`src/common/cwl_pkg.sv`:
```
/*
 Package for the configuration register write lock: the bank bus carrier,
 key values, bank geometry and the lock state encoding.
 Assumes one clock, and a bank of word registers behind one shared bus.
 */
// Overview of operation
// - Power-on reset puts the bank into the locked state.
// - While locked, bank writes are dropped; reads still return stored data.
// - Unlock needs an exact-key write to each of the two key registers.
// - Unlocked: writable registers take writes, read-only registers never change.
// - Any other value written to a key register locks the bank again.
// - One key pair and one lock state serve every processor core.
package cwl_pkg;

   localparam int unsigned ADDR_W = 6;
   localparam int unsigned DATA_W = 32;
   localparam int unsigned BANK_WORDS = 16;
   localparam int unsigned IDX_W = 4;

   // Word indices of the two key registers, above the bank
   localparam logic [ADDR_W-1:0] UNLOCK_KEY_FIRST_IDX = 6'h20;
   localparam logic [ADDR_W-1:0] UNLOCK_KEY_SECOND_IDX = 6'h21;
   // Bank occupies word indices 0 to 15
   localparam logic [ADDR_W-1:0] BANK_LIMIT_IDX = 6'h10;

   // Key values, arbitrary
   localparam logic [DATA_W-1:0] KEY_FIRST_VAL = 32'h5a3c_96e1;
   localparam logic [DATA_W-1:0] KEY_SECOND_VAL = 32'h1e69_c3a5;

   // Bit per bank word: 1 = writable; upper four words are read-only
   localparam logic [BANK_WORDS-1:0] BANK_WRITABLE = 16'h0fff;
   localparam logic [DATA_W-1:0] BANK_RESET_VAL = 32'h0000_0000;
   localparam logic [DATA_W-1:0] UNMAPPED_READ = 32'h0000_0000;

   // Key sequence states
   typedef enum logic [1:0]
   {
      LK_LOCKED = 2'b00,
      LK_FIRST_OK = 2'b01,
      LK_OPEN = 2'b10
   } cwl_lock_t;

   // Register access request from any core
   typedef struct packed
   {
      logic valid;
      logic write;
      logic [ADDR_W-1:0] addr;
      logic [DATA_W-1:0] wdata;
   } cwl_req_t;

   // Answer to the request, one cycle later
   typedef struct packed
   {
      logic valid;
      logic err;
      logic [DATA_W-1:0] rdata;
   } cwl_rsp_t;

endpackage

```
`src/cwl_bank_mem.sv`:
```
/*
 Storage for the protected configuration bank: one write port, one read port,
 read data from a register. Assumes the caller gates write enable.
 */
`timescale 1ns/1ps
`default_nettype none
module cwl_bank_mem
(
   input wire logic clock,
   input wire logic nrst,
   input wire logic wr_en,
   input wire logic [cwl_pkg::IDX_W-1:0] wr_idx,
   input wire logic [cwl_pkg::DATA_W-1:0] wr_data,
   input wire logic [cwl_pkg::IDX_W-1:0] rd_idx,
   output logic [cwl_pkg::DATA_W-1:0] rd_data
);
   import cwl_pkg::*;

   typedef struct packed
   {
      logic [BANK_WORDS-1:0][DATA_W-1:0] word;
      logic [DATA_W-1:0] rd;
   } cwl_mem_t;

   cwl_mem_t s_q;
   cwl_mem_t s_d;

   // Write gated by caller, registered read
   always_comb
   begin
      s_d = s_q;
      if (wr_en)
      begin
         s_d.word[wr_idx] = wr_data;
      end
      s_d.rd = s_q.word[rd_idx];
   end

   always_ff @(posedge clock or negedge nrst)
   begin
      if (!nrst)
      begin
         s_q <= '{word: {BANK_WORDS{BANK_RESET_VAL}}, rd: BANK_RESET_VAL};
      end
      else
      begin
         s_q <= s_d;
      end
   end

   assign rd_data = s_q.rd;

endmodule // cwl_bank_mem
`default_nettype wire

```
`src/cwl_write_lock.sv`:
```
/*
 Configuration bank with a two-key write lock, shared by all cores.
 Assumes requests come from logic on the same clock, one per cycle.
 */
`timescale 1ns/1ps
`default_nettype none
module cwl_write_lock
(
   input wire logic clock,
   input wire logic nrst,
   input wire cwl_pkg::cwl_req_t req,
   output cwl_pkg::cwl_rsp_t rsp,
   output logic unlocked
);
   import cwl_pkg::*;

   // Word index inside the protected bank
   function automatic logic in_bank(input logic [ADDR_W-1:0] a);
      in_bank = (a < BANK_LIMIT_IDX);
   endfunction

   // Word index of either key register
   function automatic logic is_key(input logic [ADDR_W-1:0] a);
      is_key = (a == UNLOCK_KEY_FIRST_IDX) || (a == UNLOCK_KEY_SECOND_IDX);
   endfunction

   typedef struct packed
   {
      cwl_lock_t lock;
      logic rsp_valid;
      logic rsp_err;
      logic rd_bank;
      logic [DATA_W-1:0] rd_other;
   } cwl_state_t;

   cwl_state_t s_q;
   cwl_state_t s_d;
   logic wr_bank;
   logic [IDX_W-1:0] idx;
   logic [DATA_W-1:0] mem_rd;
   logic key1_wr;
   logic key2_wr;

   assign idx = req.addr[IDX_W-1:0];
   assign key1_wr = req.valid && req.write && (req.addr == UNLOCK_KEY_FIRST_IDX);
   assign key2_wr = req.valid && req.write && (req.addr == UNLOCK_KEY_SECOND_IDX);

   // Bank write only when open and the word is writable
   assign wr_bank = req.valid && req.write && in_bank(req.addr)
                    && (s_q.lock == LK_OPEN)
                    && BANK_WRITABLE[idx];

   cwl_bank_mem u_mem
   (
      .clock(clock),
      .nrst(nrst),
      .wr_en(wr_bank),
      .wr_idx(idx),
      .wr_data(req.wdata),
      .rd_idx(idx),
      .rd_data(mem_rd)
   );

   // Key sequence and response
   always_comb
   begin
      s_d = s_q;
      s_d.rsp_valid = req.valid;
      s_d.rsp_err = 1'b0;
      s_d.rd_bank = 1'b0;
      s_d.rd_other = UNMAPPED_READ;
      // Key writes step or drop the lock
      if (key1_wr)
      begin
         if (req.wdata == KEY_FIRST_VAL)
         begin
            if (s_q.lock == LK_LOCKED)
            begin
               s_d.lock = LK_FIRST_OK;
            end
         end
         else
         begin
            s_d.lock = LK_LOCKED;
         end
      end
      else if (key2_wr)
      begin
         if (req.wdata != KEY_SECOND_VAL)
         begin
            s_d.lock = LK_LOCKED;
         end
         else if (s_q.lock == LK_FIRST_OK)
         begin
            s_d.lock = LK_OPEN;
         end
      end
      // Read path and error flag
      if (req.valid && !req.write)
      begin
         if (in_bank(req.addr))
         begin
            s_d.rd_bank = 1'b1;
         end
         else if (is_key(req.addr))
         begin
            s_d.rd_other = {{(DATA_W-2){1'b0}}, s_q.lock};
         end
         else
         begin
            s_d.rsp_err = 1'b1;
         end
      end
      else if (req.valid && !in_bank(req.addr) && !key1_wr && !key2_wr)
      begin
         s_d.rsp_err = 1'b1;
      end
   end

   // Register the state copy; power-on reset locks the bank
   always_ff @(posedge clock or negedge nrst)
   begin
      if (!nrst)
      begin
         s_q <= '{lock: LK_LOCKED, rsp_valid: 1'b0, rsp_err: 1'b0, rd_bank: 1'b0, rd_other: '0};
      end
      else
      begin
         s_q <= s_d;
      end
   end

   // Response one cycle after request
   always_comb
   begin
      rsp.valid = s_q.rsp_valid;
      rsp.err = s_q.rsp_err;
      rsp.rdata = s_q.rd_bank ? mem_rd : s_q.rd_other;
   end

   // Open flag, shared by every core
   assign unlocked = (s_q.lock == LK_OPEN);
endmodule // cwl_write_lock
`default_nettype wire

```
`config.mk`:
```
export PLATFORM = sky130hd
export DESIGN_NAME = cwl_write_lock
export DESIGN_NICKNAME = d
export VERILOG_FILES = /design/src/common/cwl_pkg.sv /design/src/cwl_bank_mem.sv /design/src/cwl_write_lock.sv
export SDC_FILE = /design/constraint.sdc
export NUM_CORES = 1
export LEC_CHECK = 0
export ABC_AREA = 0
export BUFFER_PORTS_ARGS = -buffer_cell sky130_fd_sc_hd__buf_4
export CORE_MARGIN = 4
export CORE_UTILIZATION = 51
export DETAILED_ROUTE_END_ITERATION = 6
export PLACE_DENSITY = 0.76
export SYNTH_ARGS = -nofsm -noshare
export SYNTH_HDL_FRONTEND = slang
export SYNTH_HIERARCHICAL = 1
export SYNTH_SLANG_ARGS = --single-unit
```
`constraint.sdc`:
```
create_clock -name clock -period 6.3 [get_ports clock]
set_input_delay 0.315 -clock clock [delete_from_list [all_inputs] [get_ports clock]]
set_output_delay 0.315 -clock clock [all_outputs]
set_load 0.1 [all_outputs]
```
Word-level counts from Yosys, hierarchy flattened
Memory sizes are Yosys's and may differ from the RTL's.
Index checks and enable logic that the tools add are counted.
W data, S select, Z words.
{"block": "classes", "n_lt_le_gt_ge": 3, "n_eq_ne": 7, "mux": 21, "n_reduce_logical": 20}
{"op": "$bwmux W512", "n": 1}
{"op": "$bmux W32 S4", "n": 1}
{"op": "$demux W32 S4", "n": 1}
{"op": "$mux W32", "n": 3}
{"op": "$mux W33", "n": 1}
{"op": "$eq A32 B31 Y1 const B", "n": 1}
{"op": "$ne A32 B29 Y1 const B", "n": 1}
{"op": "$mux W2", "n": 8}
{"op": "$eq A6 B6 Y1 const B", "n": 2}
{"op": "$logic_and A1 B1 Y1", "n": 11}
{"op": "$lt A6 B5 Y1 const B", "n": 1}
{"op": "$mux W1", "n": 6}
{"op": "$lt A4 B5 Y1 const B", "n": 1}
{"op": "$ge A4 B1 Y1 const B", "n": 1}
{"op": "$logic_not A1 Y1", "n": 4}
{"op": "$ne A3 B2 Y1 const B", "n": 1}
{"op": "$reduce_and A3 Y1", "n": 1}
{"op": "$reduce_bool A3 Y1", "n": 1}
{"op": "$eq A2 B1 Y1 const B", "n": 1}
{"op": "$eq A2 B2 Y1 const B", "n": 1}
{"op": "$logic_not A2 Y1", "n": 1}
{"op": "$reduce_bool A2 Y1", "n": 1}
{"op": "$logic_or A1 B1 Y1", "n": 1}
{"block": "word_totals", "ff_bits": 581, "rom_bits": 16, "in_bits": 42, "out_inout_bits": 35, "elab_cells": 74, "mem_count": 1}
{"memory": "(name not given)", "words": 16, "width": 1, "read_ports": 1, "rd_ports_with_merged_regs": 0, "write_ports": 0, "line_no": "cwl_write_lock.sv:51", "source": "&& BANK_WRITABLE[idx];"}

Logic depth before layout (Yosys ltp)
Gate-level depths: netlist of run 1.
{"block": "logic_depth", "word_depth": 7, "ltp_mapped": 9}

By module
Netlist of run 1, hierarchy kept.
{"mod": "cwl_bank_mem", "instances": 1, "cells_each": 1468, "area_each_um2": 23829.1, "seq_area_each_um2": 13613.1}
{"mod": "cwl_write_lock", "instances": 1, "cells_each": 85, "area_each_um2": 723.2, "seq_area_each_um2": 175.2}

Least setup slack after synthesis of run 1
OpenSTA, ideal clock, no wires.
{"block": "synth_path", "kind": "register -> register", "start": "reg, netlist name s_q[36]", "end": "reg u_mem/s_q[129] (netlist name)", "setup_time_ps": 125, "arrival_time_ps": 3360, "required_time_ps": 6175, "slack_ps": 2815, "stages_incl_launch_ff": 10, "synth_period_minus_slack_ps": 3485, "path_cell_list": "dfrtp_1 > inv_1 > nor2_1 > nand2_1 > nor4_1 > nor3b_2 > nor2b_1 > clkbuf_1 > buf_2 > mux2_2"}
{"element": "end signal, assigned", "line_no": "cwl_bank_mem.sv:43", "source": "s_q <= '{word: {BANK_WORDS{BANK_RESET_VAL}}, rd: BANK_RESET_VAL};"}
{"element": "end, declared", "line_no": "cwl_bank_mem.sv:25", "source": "cwl_mem_t s_q;"}

==> results.md, run 1 <==
* Routability congestion estimate at 0.772
* FP Rows at 80
* Syn Std Cell Area at 0.0246 sq mm
* Yosys cell types at 38
* Post-synth EDFFs at 0
* Crit Reg-Reg Startpoint: s_q[36]$_DFFE_PN0P_
* R2R Path End: u_mem/s_q[125]$_DFFE_PN0P_
* Status: complete, no violations
* Worst-Margin Slew at 1.22 ns
* Sink Count at 551
* Critical path type: flip-flop to flip-flop
* Die height at 227 microns
* Skew final at 0.0268 ns
* Die area at 0.0517 sq mm
* Total grt overflow at 0
* RSZ-0062 raised after global routing: false
* Worst min path class: input pin to flip-flop
* Post-DP HPWL at 32600 microns
* CTS resizes at 0
* Max VDD drop at 0.208 mV
* 1st-iter DRT viols at 964
* Antenna violations before repair at 2
* Syn nets at 1595
* CP Cell Sequence: inv_1 > nor2_1 > nand2_1 > nor4_1 > nor3b_2 > nand3b_1 > buf_4 > mux2_2
* Fill cell count at 3618
* Clock Pin Slew Worst Setup and Hold Paths at 0.06 ns
* Hold slack at 0.0817 ns
* Root buffer cell: clkbuf_16
* Clock buffer depth at 3
* Layout area overhead at 11.6%
* CTS tree: done
* Final Hold Fails at 0
* Fmax at 290 MHz
* Max-slew headroom at 18.7%
* Final setup fails at 0
* Slowest-stage cell, CP: nand3b_1
* IO buf count at 76
* Worst Path Max Fanout at 19
* Slew Limit Fails at 0
* Inserted Clock Buffers at 56
* Vias per cell at 6.13
* Vias in the first global route at 14800
* CP Data Required Time at 6.77 ns
* Max cap viols at 0
* Min-delay src: req[36]
* Sequential share of the synthesized area at 56.2%
* Starting Density at 51.5%
* CP peak stage delay at 0.85 ns
* Synth Area per Inst at 15.8 sq um
* Top Ports at 77
* Core outline area at 0.0476 sq mm
* Cells after DPL at 2104
* H-tree depth at 2
* Cells after synthesis at 1553
* Final Core Density at 57.5%
* FF+latch count, synth at 551
* All-layer global routing usage at 22.1%
* Via Count at 13600
* Global-route wire length before repair at 88000 microns
* Yosys warns at 6
* WHS Path Cells at 3
* Minimum clock period at 3.45 ns
* Leak at 13.5 nW
* Share of layout cells above drive strength 1 at 53.5%
* Worst EP arrival at 3.92 ns
* Setup crit start kind: flip-flop
* Final ANT Viol Nets at 0
* Most used DFF post-synth: dfrtp_1
* Hold worst-path end: rsp[32]$_DFF_PN0_
* Antenna diodes at 0
* P per Cell Area at 267 mW/mm^2
* Die width at 227 microns
* Setup slack, reg-to-reg at 2.85 ns
* Final std cells w/o fill at 2211
* Setup TNS at 0 ns
* Ys async rst share at 100%
* Clock latency at the later pin of the worst-skew pair at 0.60 ns
* Fin nets at 1593
* Tcrit/Tclk final at 54.8%
* DRT Pass-1 Iters at 5
* Largest net degree at the start of global routing at 157
* Kind of end point of the critical path: flip-flop
* Remaining DRCs at 0
* Cell depth of the worst flop-to-flop path at 8
* Post-Route WL at 55700 microns
* Post-DR wirelength/cell at 25.2 microns
-- synth_stat cells, types with 2 or more instances --
library cell,n,area share [%]
nand3_1,3,0.061
nor4bb_1,4,0.16
inv_1,2,0.031
buf_6,3,0.14
dfrtp_1,551,56
and3_1,2,0.051
nand2_1,39,0.60
buf_1,5,0.076
and2_1,31,0.79
mux2_2,504,23
or4_1,2,0.061
buf_2,55,1.1
nor2_1,15,0.23
nor4_1,3,0.076
nand2b_1,4,0.10
nand3b_1,3,0.092
mux2_1,10,0.46
and4bb_2,2,0.10
nor2b_1,4,0.10
a22oi_1,64,2.0
or3_1,2,0.051
buf_4,35,1.1
clkbuf_1,67,1.0
mux4_2,128,12
nand4b_1,2,0.071
-- kinds of logic after synthesis --
family	count (synthesis)	synth area share (%)
DFF	551	56.2
AOI/OAI and AO/OA	68	2.08
buffers and inverters	167	3.46
and+or+nand+nor	125	2.98
muxes	642	35.3
-- critical path, delay by kind of cell (launching register included) --
family,cells,cell delay [ns]
simple gates,5,2.00
flops,1,0.42
buf+inv,2,0.62
mux,1,0.29
-- how the worst max path moves through the flow --
stage | startpoint | slack (ns) | cells after the start | endpoint
3_5_place_dp | s_q[36]$_DFFE_PN0P_ | 2.97 | 8 | u_mem/s_q[101]$_DFFE_PN0P_
6_report | s_q[36]$_DFFE_PN0P_ | 2.85 | 8 | u_mem/s_q[125]$_DFFE_PN0P_
5_1_grt | s_q[36]$_DFFE_PN0P_ | 2.66 | 8 | u_mem/s_q[125]$_DFFE_PN0P_
3_3_place_gp | req[39] | 3.10 | 7 | u_mem/s_q[100]$_DFFE_PN0P_
4_1_cts | s_q[36]$_DFFE_PN0P_ | 2.94 | 8 | u_mem/s_q[125]$_DFFE_PN0P_
2_1_floorplan | s_q[36]$_DFFE_PN0P_ | 2.81 | 9 | u_mem/s_q[129]$_DFFE_PN0P_
-- metrics by stage --
| step | total power [mW] | setup slack (ns) | cell area [sq um] |
|---|---|---|---|
| 6_report | 7.33 | 2.85 | 27400 |
| 5_1_grt | 7.57 | 2.66 | 27400 |
| 4_1_cts | 7.39 | 2.94 | 27400 |
| 3_5_place_dp | 3.88 | 2.97 | 25400 |
| 3_3_place_gp | 3.88 | 3.10 | 25400 |
| 2_1_floorplan | 3.72 | 2.81 | 24600 |
-- registers in the layout, summed over array words and instances, names as in the netlist --
signal and count:
u_mem/rd_data 32, rsp 2, s_q 5, u_mem/s_q 512
-- cells in the final DEF, fill, tap and decap left out, drive strengths merged, types with 3 or more instances in the layout --
cell type	n
nor2b	4
nor2	15
nand2	39
mux2	514
and2	31
buf	101
dfrtp	551
clkinv	10
clkbuf	80
nor4	4
bufinv	8
nand2b	4
clkinvlp	4
nor4bb	4
dlygate4sd3	4
a22oi	64
inv	3
mux4	128
nand3	3
nand3b	3
-- where the power goes --
| group | total, mW | leakage, nW | switching, mW | internal [mW] |
|---|---|---|---|---|
| logic | 0.274 | 4.80 | 0.208 | 0.0665 |
| registers | 3.54 | 7.70 | 0.00121 | 3.54 |
| clock network | 3.51 | 0.965 | 1.37 | 2.14 |
-- layout make-up --
type	instances	area (sq um)	area share, %
clock inverter	23	329	1.20
multi-input combinational	835	10000	36.6
tap	615	769	2.81
clock buffer	80	1640	6.00
sequential	551	13800	50.3
timing repair buffer	105	842	3.07
inverter	2	7.51	0.0274
-- routing by layer --
layer  up-vias  track usage (%)  wire [microns]
li1       5716                -               -
met1      7425             31.2           24100
met2       325             36.2           27500
met3        81             3.68            2860
met4         4             6.19            1210
met5         -                0              27
-- timing repair --
item | in CTS | in global routing
hold endpoints to repair | 117 | 0
setup buffers | 0 | 0
hold buffers | 4 | 0
Note: power is estimated with default switching activity, not from simulation.
==> inputs of run 2 (changes only) <==
- ABC_AREA: 0 -> 1
- clock period: 6.3 -> 3.37 ns (I/O delays scaled with it)
==> run 2 against run 1 <==
  * Critical path depth rose by 3
  * Setup slack got worse by 2.0 ns
  * Critical path type unchanged
  * Non-clock buffer count rose by 60
  * Sequential share of layout area fell by 3.9 points
  * Highest routed layer is now met4
  * Global-route usage rose by 3.7 points
  * Via count rose by 67%
  * Sequential power rose by 89%
  * Clock power rose by 71%
  * Area after synthesis rose by 8.7%
==> results.md, run 2 <==
* CP peak stage delay at 0.39 ns
* Yosys top cell area share at 51.7%
* Yosys warns at 6
* Vias in the first global route at 21400
* Largest net degree at the start of global routing at 140
* Syn nets at 3614
* CTS tree: done
* Remaining DRCs at 0
* Syn Std Cell Area at 0.0267 sq mm
* Fmax at 401 MHz
* Setup TNS at 0 ns
* Yosys cell types at 26
* Max cap viols at 0
* Clock power frac at 43.7%
* CP top delay family: simple AND/OR/NAND/NOR gates
* DP Area at 0.0275 sq mm
* Starting Density at 51.7%
* Sequential share of the synthesized area at 51.7%
* Ys async rst share at 100%
* Max-slew headroom at 37.8%
* Layout area overhead at 11.3%
* Mux cell area share after synthesis at 0.0844%
* Die width at 237 microns
* Die height at 237 microns
* Antenna violations before repair at 1
* Sw frac at 24.3%
* Combinational Power Share at 7.6%
* Kind of end point of the critical path: flip-flop
* Worst EP arrival at 2.97 ns
* Clock Pin Slew Worst Setup and Hold Paths at 0.06 ns
* Setup bufs post-CTS at 0
* Synth Area in Compound Gates at 10.5%
* Post-DR wirelength/cell at 17.2 microns
* Leading area contributor after synthesis: dfrtp_1
* Reg power frac at 48.7%
* Root buffer cell: clkbuf_16
* Post-Route WL at 72900 microns
* Synth Area per Inst at 7.47 sq um
* Status: complete, no violations
* Post-Synth XOR/XNOR Area at 0%
* Top Ports at 77
* Post-synth EDFFs at 0
* CTS resizes at 0
* H-tree depth at 2
* Setup crit start kind: flip-flop
* Biggest register: u_mem/s_q
* Inserted Clock Buffers at 55
* Seq. cell area at 0.0138 sq mm
* Buf+Inv Stages, Crit Path at 4
* Worst min path class: input pin to asynchronous set/reset pin
* Max reg flops at 512
* Share of layout cells above drive strength 1 at 6.85%
* Multi-input gate area at 0.00966 sq mm
* Most used DFF post-synth: dfrtp_1
* Most frequent cells in the layout: nand2_1, dfrtp_1, inv_1, o21ai_0, nand3_1
* Slowest-stage cell, CP: dfrtp_1
* RSZ-0062 raised after global routing: false
* Final Hold Fails at 0
* Final instance area at 0.0297 sq mm
* Leak at 14.5 nW
* Switching Power at 3.33 mW
* 1st-iter DRT viols at 2356
* Area share of fa/ha/maj cells after synthesis at 0%
* Largest family of logic cells by synthesized area: simple AND/OR/NAND/NOR gates
* Sink Count at 551
* Clock latency at the later pin of the worst-skew pair at 0.60 ns
* IO buf count at 76
* Tcrit/Tclk final at 74.0%
* Top post-synthesis cells by count: nand2_1, dfrtp_1, inv_1, o21ai_0, nand3_1
* Fin nets at 3563
* Total grt overflow at 0
* Fill cell count at 4562
* Worst-Margin Slew at 0.933 ns
* DRT Pass-1 Iters at 6
* Die area at 0.0561 sq mm
* Skew final at 0.0124 ns
* FF+latch count, synth at 551
* Critical path type: flip-flop to flip-flop
* Clock buffer depth at 3
* Routability congestion estimate at 0.830
* CP Cell Sequence: inv_1 > nor2_1 > nand3_1 > a21oi_1 > buf_4 > nand3_1 > inv_1 > nand2_2 > buf_12 > nand2_1 > o21ai_0
* Max VDD drop at 0.353 mV
* Final ANT Viol Nets at 0
* Global-route wire length before repair at 117000 microns
* All-layer global routing usage at 25.8%
* Post-DP HPWL at 42300 microns
* Dominant cells by area after synthesis: dfrtp_1, nand2_1, o21ai_0, inv_1, nand3_1
* Most numerous cell in the Yosys netlist: nand2_1
* Most common cell after layout, fill and taps aside: nand2_1
* Vias per cell at 5.33
* Minimum clock period at 2.49 ns
* Int Pwr at 10.4 mW
* FP Rows at 83
* Core outline area at 0.0516 sq mm
* Cells after synthesis at 3572
* Slew Limit Fails at 0
* P per Cell Area at 461 mW/mm^2
* Via Count at 22600
* Worst Path Max Fanout at 38
* Simple-gate portion of the synthesized area at 25.5%
* CP Data Required Time at 3.84 ns
* Final setup fails at 0
run 2: cell count changes in the layout (fill, tap and decap cells not counted), sizes merged, moves of 34 or more:
| cell | previous run | this run |
|---|---|---|
| nor2 | 15 | 49 |
| inv | 3 | 542 |
| o21ai | 1 | 558 |
| a22oi | 64 | 0 |
| nand3 | 3 | 397 |
| mux4 | 128 | 0 |
| mux2 | 514 | 2 |
| dlygate4sd3 | 4 | 40 |
| nand2 | 39 | 1182 |
run 2: cells by family (layout without fill, tap and decap cells):
logic type | after synthesis | in the layout
buffers and inverters | 816 | 806
AO/OA/AOI/OAI | 559 | 559
other | 0 | 1
multiplexers | 2 | 2
AND/OR/NAND/NOR | 1644 | 1644
flip-flops | 551 | 551
run 2: area by class of cell:
type / count / area share (%)
tap: 680 / 2.86
sequential: 551 / 46.4
multi-input combinational: 2205 / 32.5
clock buffer: 84 / 5.58
clock inverter: 14 / 0.333
antenna: 1 / 0.00842
timing repair buffer: 165 / 5.40
inverter: 543 / 6.89
run 2: power by group through the flow:
| stage | Sequential (mW) | Clock, mW | Combinational (mW) |
|---|---|---|---|
| 2_1_floorplan | 6.79 | 0 | 0.596 |
| 3_3_place_gp | 6.80 | 0 | 0.991 |
| 3_5_place_dp | 6.80 | 0 | 0.993 |
| 4_1_cts | 6.68 | 6.09 | 1.04 |
| 5_1_grt | 6.68 | 6.36 | 1.14 |
| 6_report | 6.68 | 5.99 | 1.04 |
run 2: per-layer routing:
layer	global-route usage, %	vias to the layer above	share of wire, %
li1	-	10900	-
met1	36.3	10700	43
met2	41.5	938	46
met3	3.99	153	7.8
met4	8.33	0	3.0
met5	0	-	0
run 2: worst paths after layout:
kind,from,endpoint,slack [ns],depth (start not counted)
max,s_q[36]$_DFFE_PN0P_,u_mem/s_q[391]$_DFFE_PN0P_,0.88,11
min,nrst,u_mem/s_q[229]$_DFFE_PN0P_,0.10,2
max reg2reg,s_q[36]$_DFFE_PN0P_,u_mem/s_q[391]$_DFFE_PN0P_,0.88,11
min reg2reg,u_mem/s_q[95]$_DFFE_PN0P_,u_mem/s_q[95]$_DFFE_PN0P_,0.48,2
max in group asynchronous,nrst,s_q[32]$_DFF_PN0_,2.26,3
min in group clock,req[34],u_mem/rd_data[8]$_DFF_PN0_,0.14,4
run 2: stage by stage:
stage / setup slack (ns) / power [mW] / utilization (%) / instances / hold WS, ns
after global routing: 0.688 / 14.2 / 57.6 / 4243 / 0.115
after CTS: 0.894 / 13.8 / 57.6 / 4242 / 0.0925
after global placement: 0.980 / 7.79 / 53.4 / 4104 / 0.152
after floorplan: 0.256 / 7.38 / - / 3572 / -0.127
final: 0.876 / 13.7 / 57.6 / 4243 / 0.105
after detailed placement: 0.864 / 7.79 / 53.4 / 4104 / 0.153
run 2: what timing repair did:
| item | in CTS | in global routing |
|---|---|---|
| hold buffers | 40 | 0 |
| endpoints found under the hold margin | 349 | 0 |
| setup endpoints to repair | 0 | 0 |
==> inputs of run 3 (changes only) <==
- PLACE_DENSITY: 0.76 -> 0.79
- clock period: 3.37 -> 2.24 ns (I/O delays scaled with it)
==> run 3 against run 2 <==
  * Hold slack gained 0.037 ns
  * Clock power grew 67%
  * Via count rose by 3.1%
  * Critical path depth shrank 7
  * Routed wire length grew 2.9%
  * Cell count is 0.78% higher
  * Combinational power grew 57%
  * Clock skew rose by 0.013 ns
  * Design area is 2.1% higher
  * Sequential share of layout area down 0.93 points
  * Die area unchanged
  * Global-route usage grew 0.58 points
  * Highest routed layer unchanged
==> results.md, run 3 (same netlist as run 2, synthesis figures left out) <==
* Status: complete, no violations
* CTS tree: done
* Routability congestion estimate at 0.887
* Most common cell after layout, fill and taps aside: nand2_1
* RSZ-0062 raised after global routing: false
* Max VDD drop at 0.598 mV
* P per Cell Area at 716 mW/mm^2
* Final Hold Fails at 0
* Global-route wire length before repair at 120000 microns
* Die height at 237 microns
* Max reg flops at 512
* Setup crit start kind: flip-flop
* Fmax at 475 MHz
* Die area at 0.0561 sq mm
* Die width at 237 microns
* Sink Count at 551
* Worst Path Max Fanout at 17
* Clock Pin Slew Worst Setup and Hold Paths at 0.06 ns
* FP Rows at 83
* Clock buffer depth at 3
* Core outline area at 0.0516 sq mm
* Total grt overflow at 0
* Layout area overhead at 13.6%
* Root buffer cell: clkbuf_16
* Leak at 14.8 nW
* Post-Route WL at 75000 microns
* Setup TNS at 0 ns
* Antenna violations before repair at 1
* Remaining DRCs at 0
* Share of layout cells above drive strength 1 at 7.82%
* Clock latency at the later pin of the worst-skew pair at 0.63 ns
* Final setup fails at 0
* Most frequent cells in the layout: nand2_1, dfrtp_1, inv_1, o21ai_0, nand3_1
* Skew final at 0.0250 ns
* Vias in the first global route at 22200
* IO buf count at 76
* Fill cell count at 4344
* Worst min path class: input pin to flip-flop
* Via Count at 23300
* Post-DR wirelength/cell at 17.5 microns
* Minimum clock period at 2.10 ns
* CP Data Required Time at 2.13 ns
* Final ANT Viol Nets at 0
* Max-slew headroom at 58.0%
* Setup slack, reg-to-reg at 0.16 ns
* Worst EP arrival at 1.99 ns
* Worst-Margin Slew at 0.630 ns
* Setup bufs post-CTS at 0
* Fin nets at 3591
* Kind of end point of the critical path: output port
* Biggest register: u_mem/s_q
* Starting Density at 51.7%
* H-tree depth at 2
* Inserted Clock Buffers at 57
* All-layer global routing usage at 26.4%
* Max cap viols at 0
* Largest net degree at the start of global routing at 79
* Top Ports at 77
* Post-DP HPWL at 43800 microns
* Final Core Density at 58.7%
* Vias per cell at 5.46
* 1st-iter DRT viols at 2517
* DRT Pass-1 Iters at 5
* Slew Limit Fails at 0
* Critical path type: flip-flop to output port
* Tcrit/Tclk final at 94.0%
==> run 3: layer usage <==
layer / track usage (%) / routed length [microns] / up-vias
li1: - / - / 10900
met1: 36.7 / 31200 / 11000
met2: 41.4 / 34300 / 1164
met3: 5.00 / 6890 / 198
met4: 10.2 / 2620 / 0
met5: 0 / 0 / -
==> run 3: final cells by class <==
| class | count | area (sq um) | area share, % |
|---|---|---|---|
| antenna | 1 | 2.50 | 0.00825 |
| clock buffer | 78 | 1620 | 5.33 |
| clock inverter | 27 | 363 | 1.20 |
| inverter | 543 | 2050 | 6.75 |
| multi-input combinational | 2205 | 9670 | 31.9 |
| sequential | 551 | 13800 | 45.5 |
| tap | 680 | 851 | 2.81 |
| timing repair buffer | 191 | 1980 | 6.53 |
==> run 3: what timing repair did <==
action,4_1_cts,5_1_grt
hold buffers,43,0
resized for setup,1,2
endpoints found under the setup margin,1,5
hold endpoints to repair,720,0
cloned,0,0
==> run 3: through the flow <==
step                instances  setup slack [ns]  hold WS (ns)  area (sq um)  total power, mW
finish                   4276             0.135         0.141         30300             21.7
detailed placement       4127             0.239        0.0735         27900             11.8
CTS                      4275             0.118         0.108         30300             21.8
floorplan                3572            0.0182        -0.184         26700             11.1
global placement         4127             0.313        0.0657         27900             11.8
global route             4276           0.00442         0.169         30300             22.4
==> run 3: worst max-delay path, cell delays in order (launching register included) <==
cell and delay, ns:
dfrtp_4 0.65, buf_4 0.28, nand2_1 0.08, inv_1 0.06
buf_4 0.28
==> run 3: worst paths after layout <==
check | start | end | cells after the start
worst min register to register | u_mem/s_q[332]$_DFFE_PN0P_ | u_mem/s_q[332]$_DFFE_PN0P_ | 2
worst max register to register | s_q[36]$_DFFE_PN0P_ | u_mem/s_q[286]$_DFFE_PN0P_ | 11
max in group asynchronous | nrst | u_mem/s_q[471]$_DFFE_PN0P_ | 4
min in group asynchronous | nrst | u_mem/s_q[197]$_DFFE_PN0P_ | 3
worst max-delay path | s_q[32]$_DFF_PN0_ | rsp[19] | 4
worst min-delay path | req[32] | u_mem/rd_data[29]$_DFF_PN0_ | 6
==> run 3: power breakdown <==
part | leakage, nW | total, mW | switching (mW) | internal [mW]
clock | 0.980 | 10.0 | 4.06 | 5.97
sequential | 6.80 | 10.0 | 0.0318 | 10.0
combinational | 7.00 | 1.63 | 1.19 | 0.441
total | 14.8 | 21.7 | 5.28 | 16.4
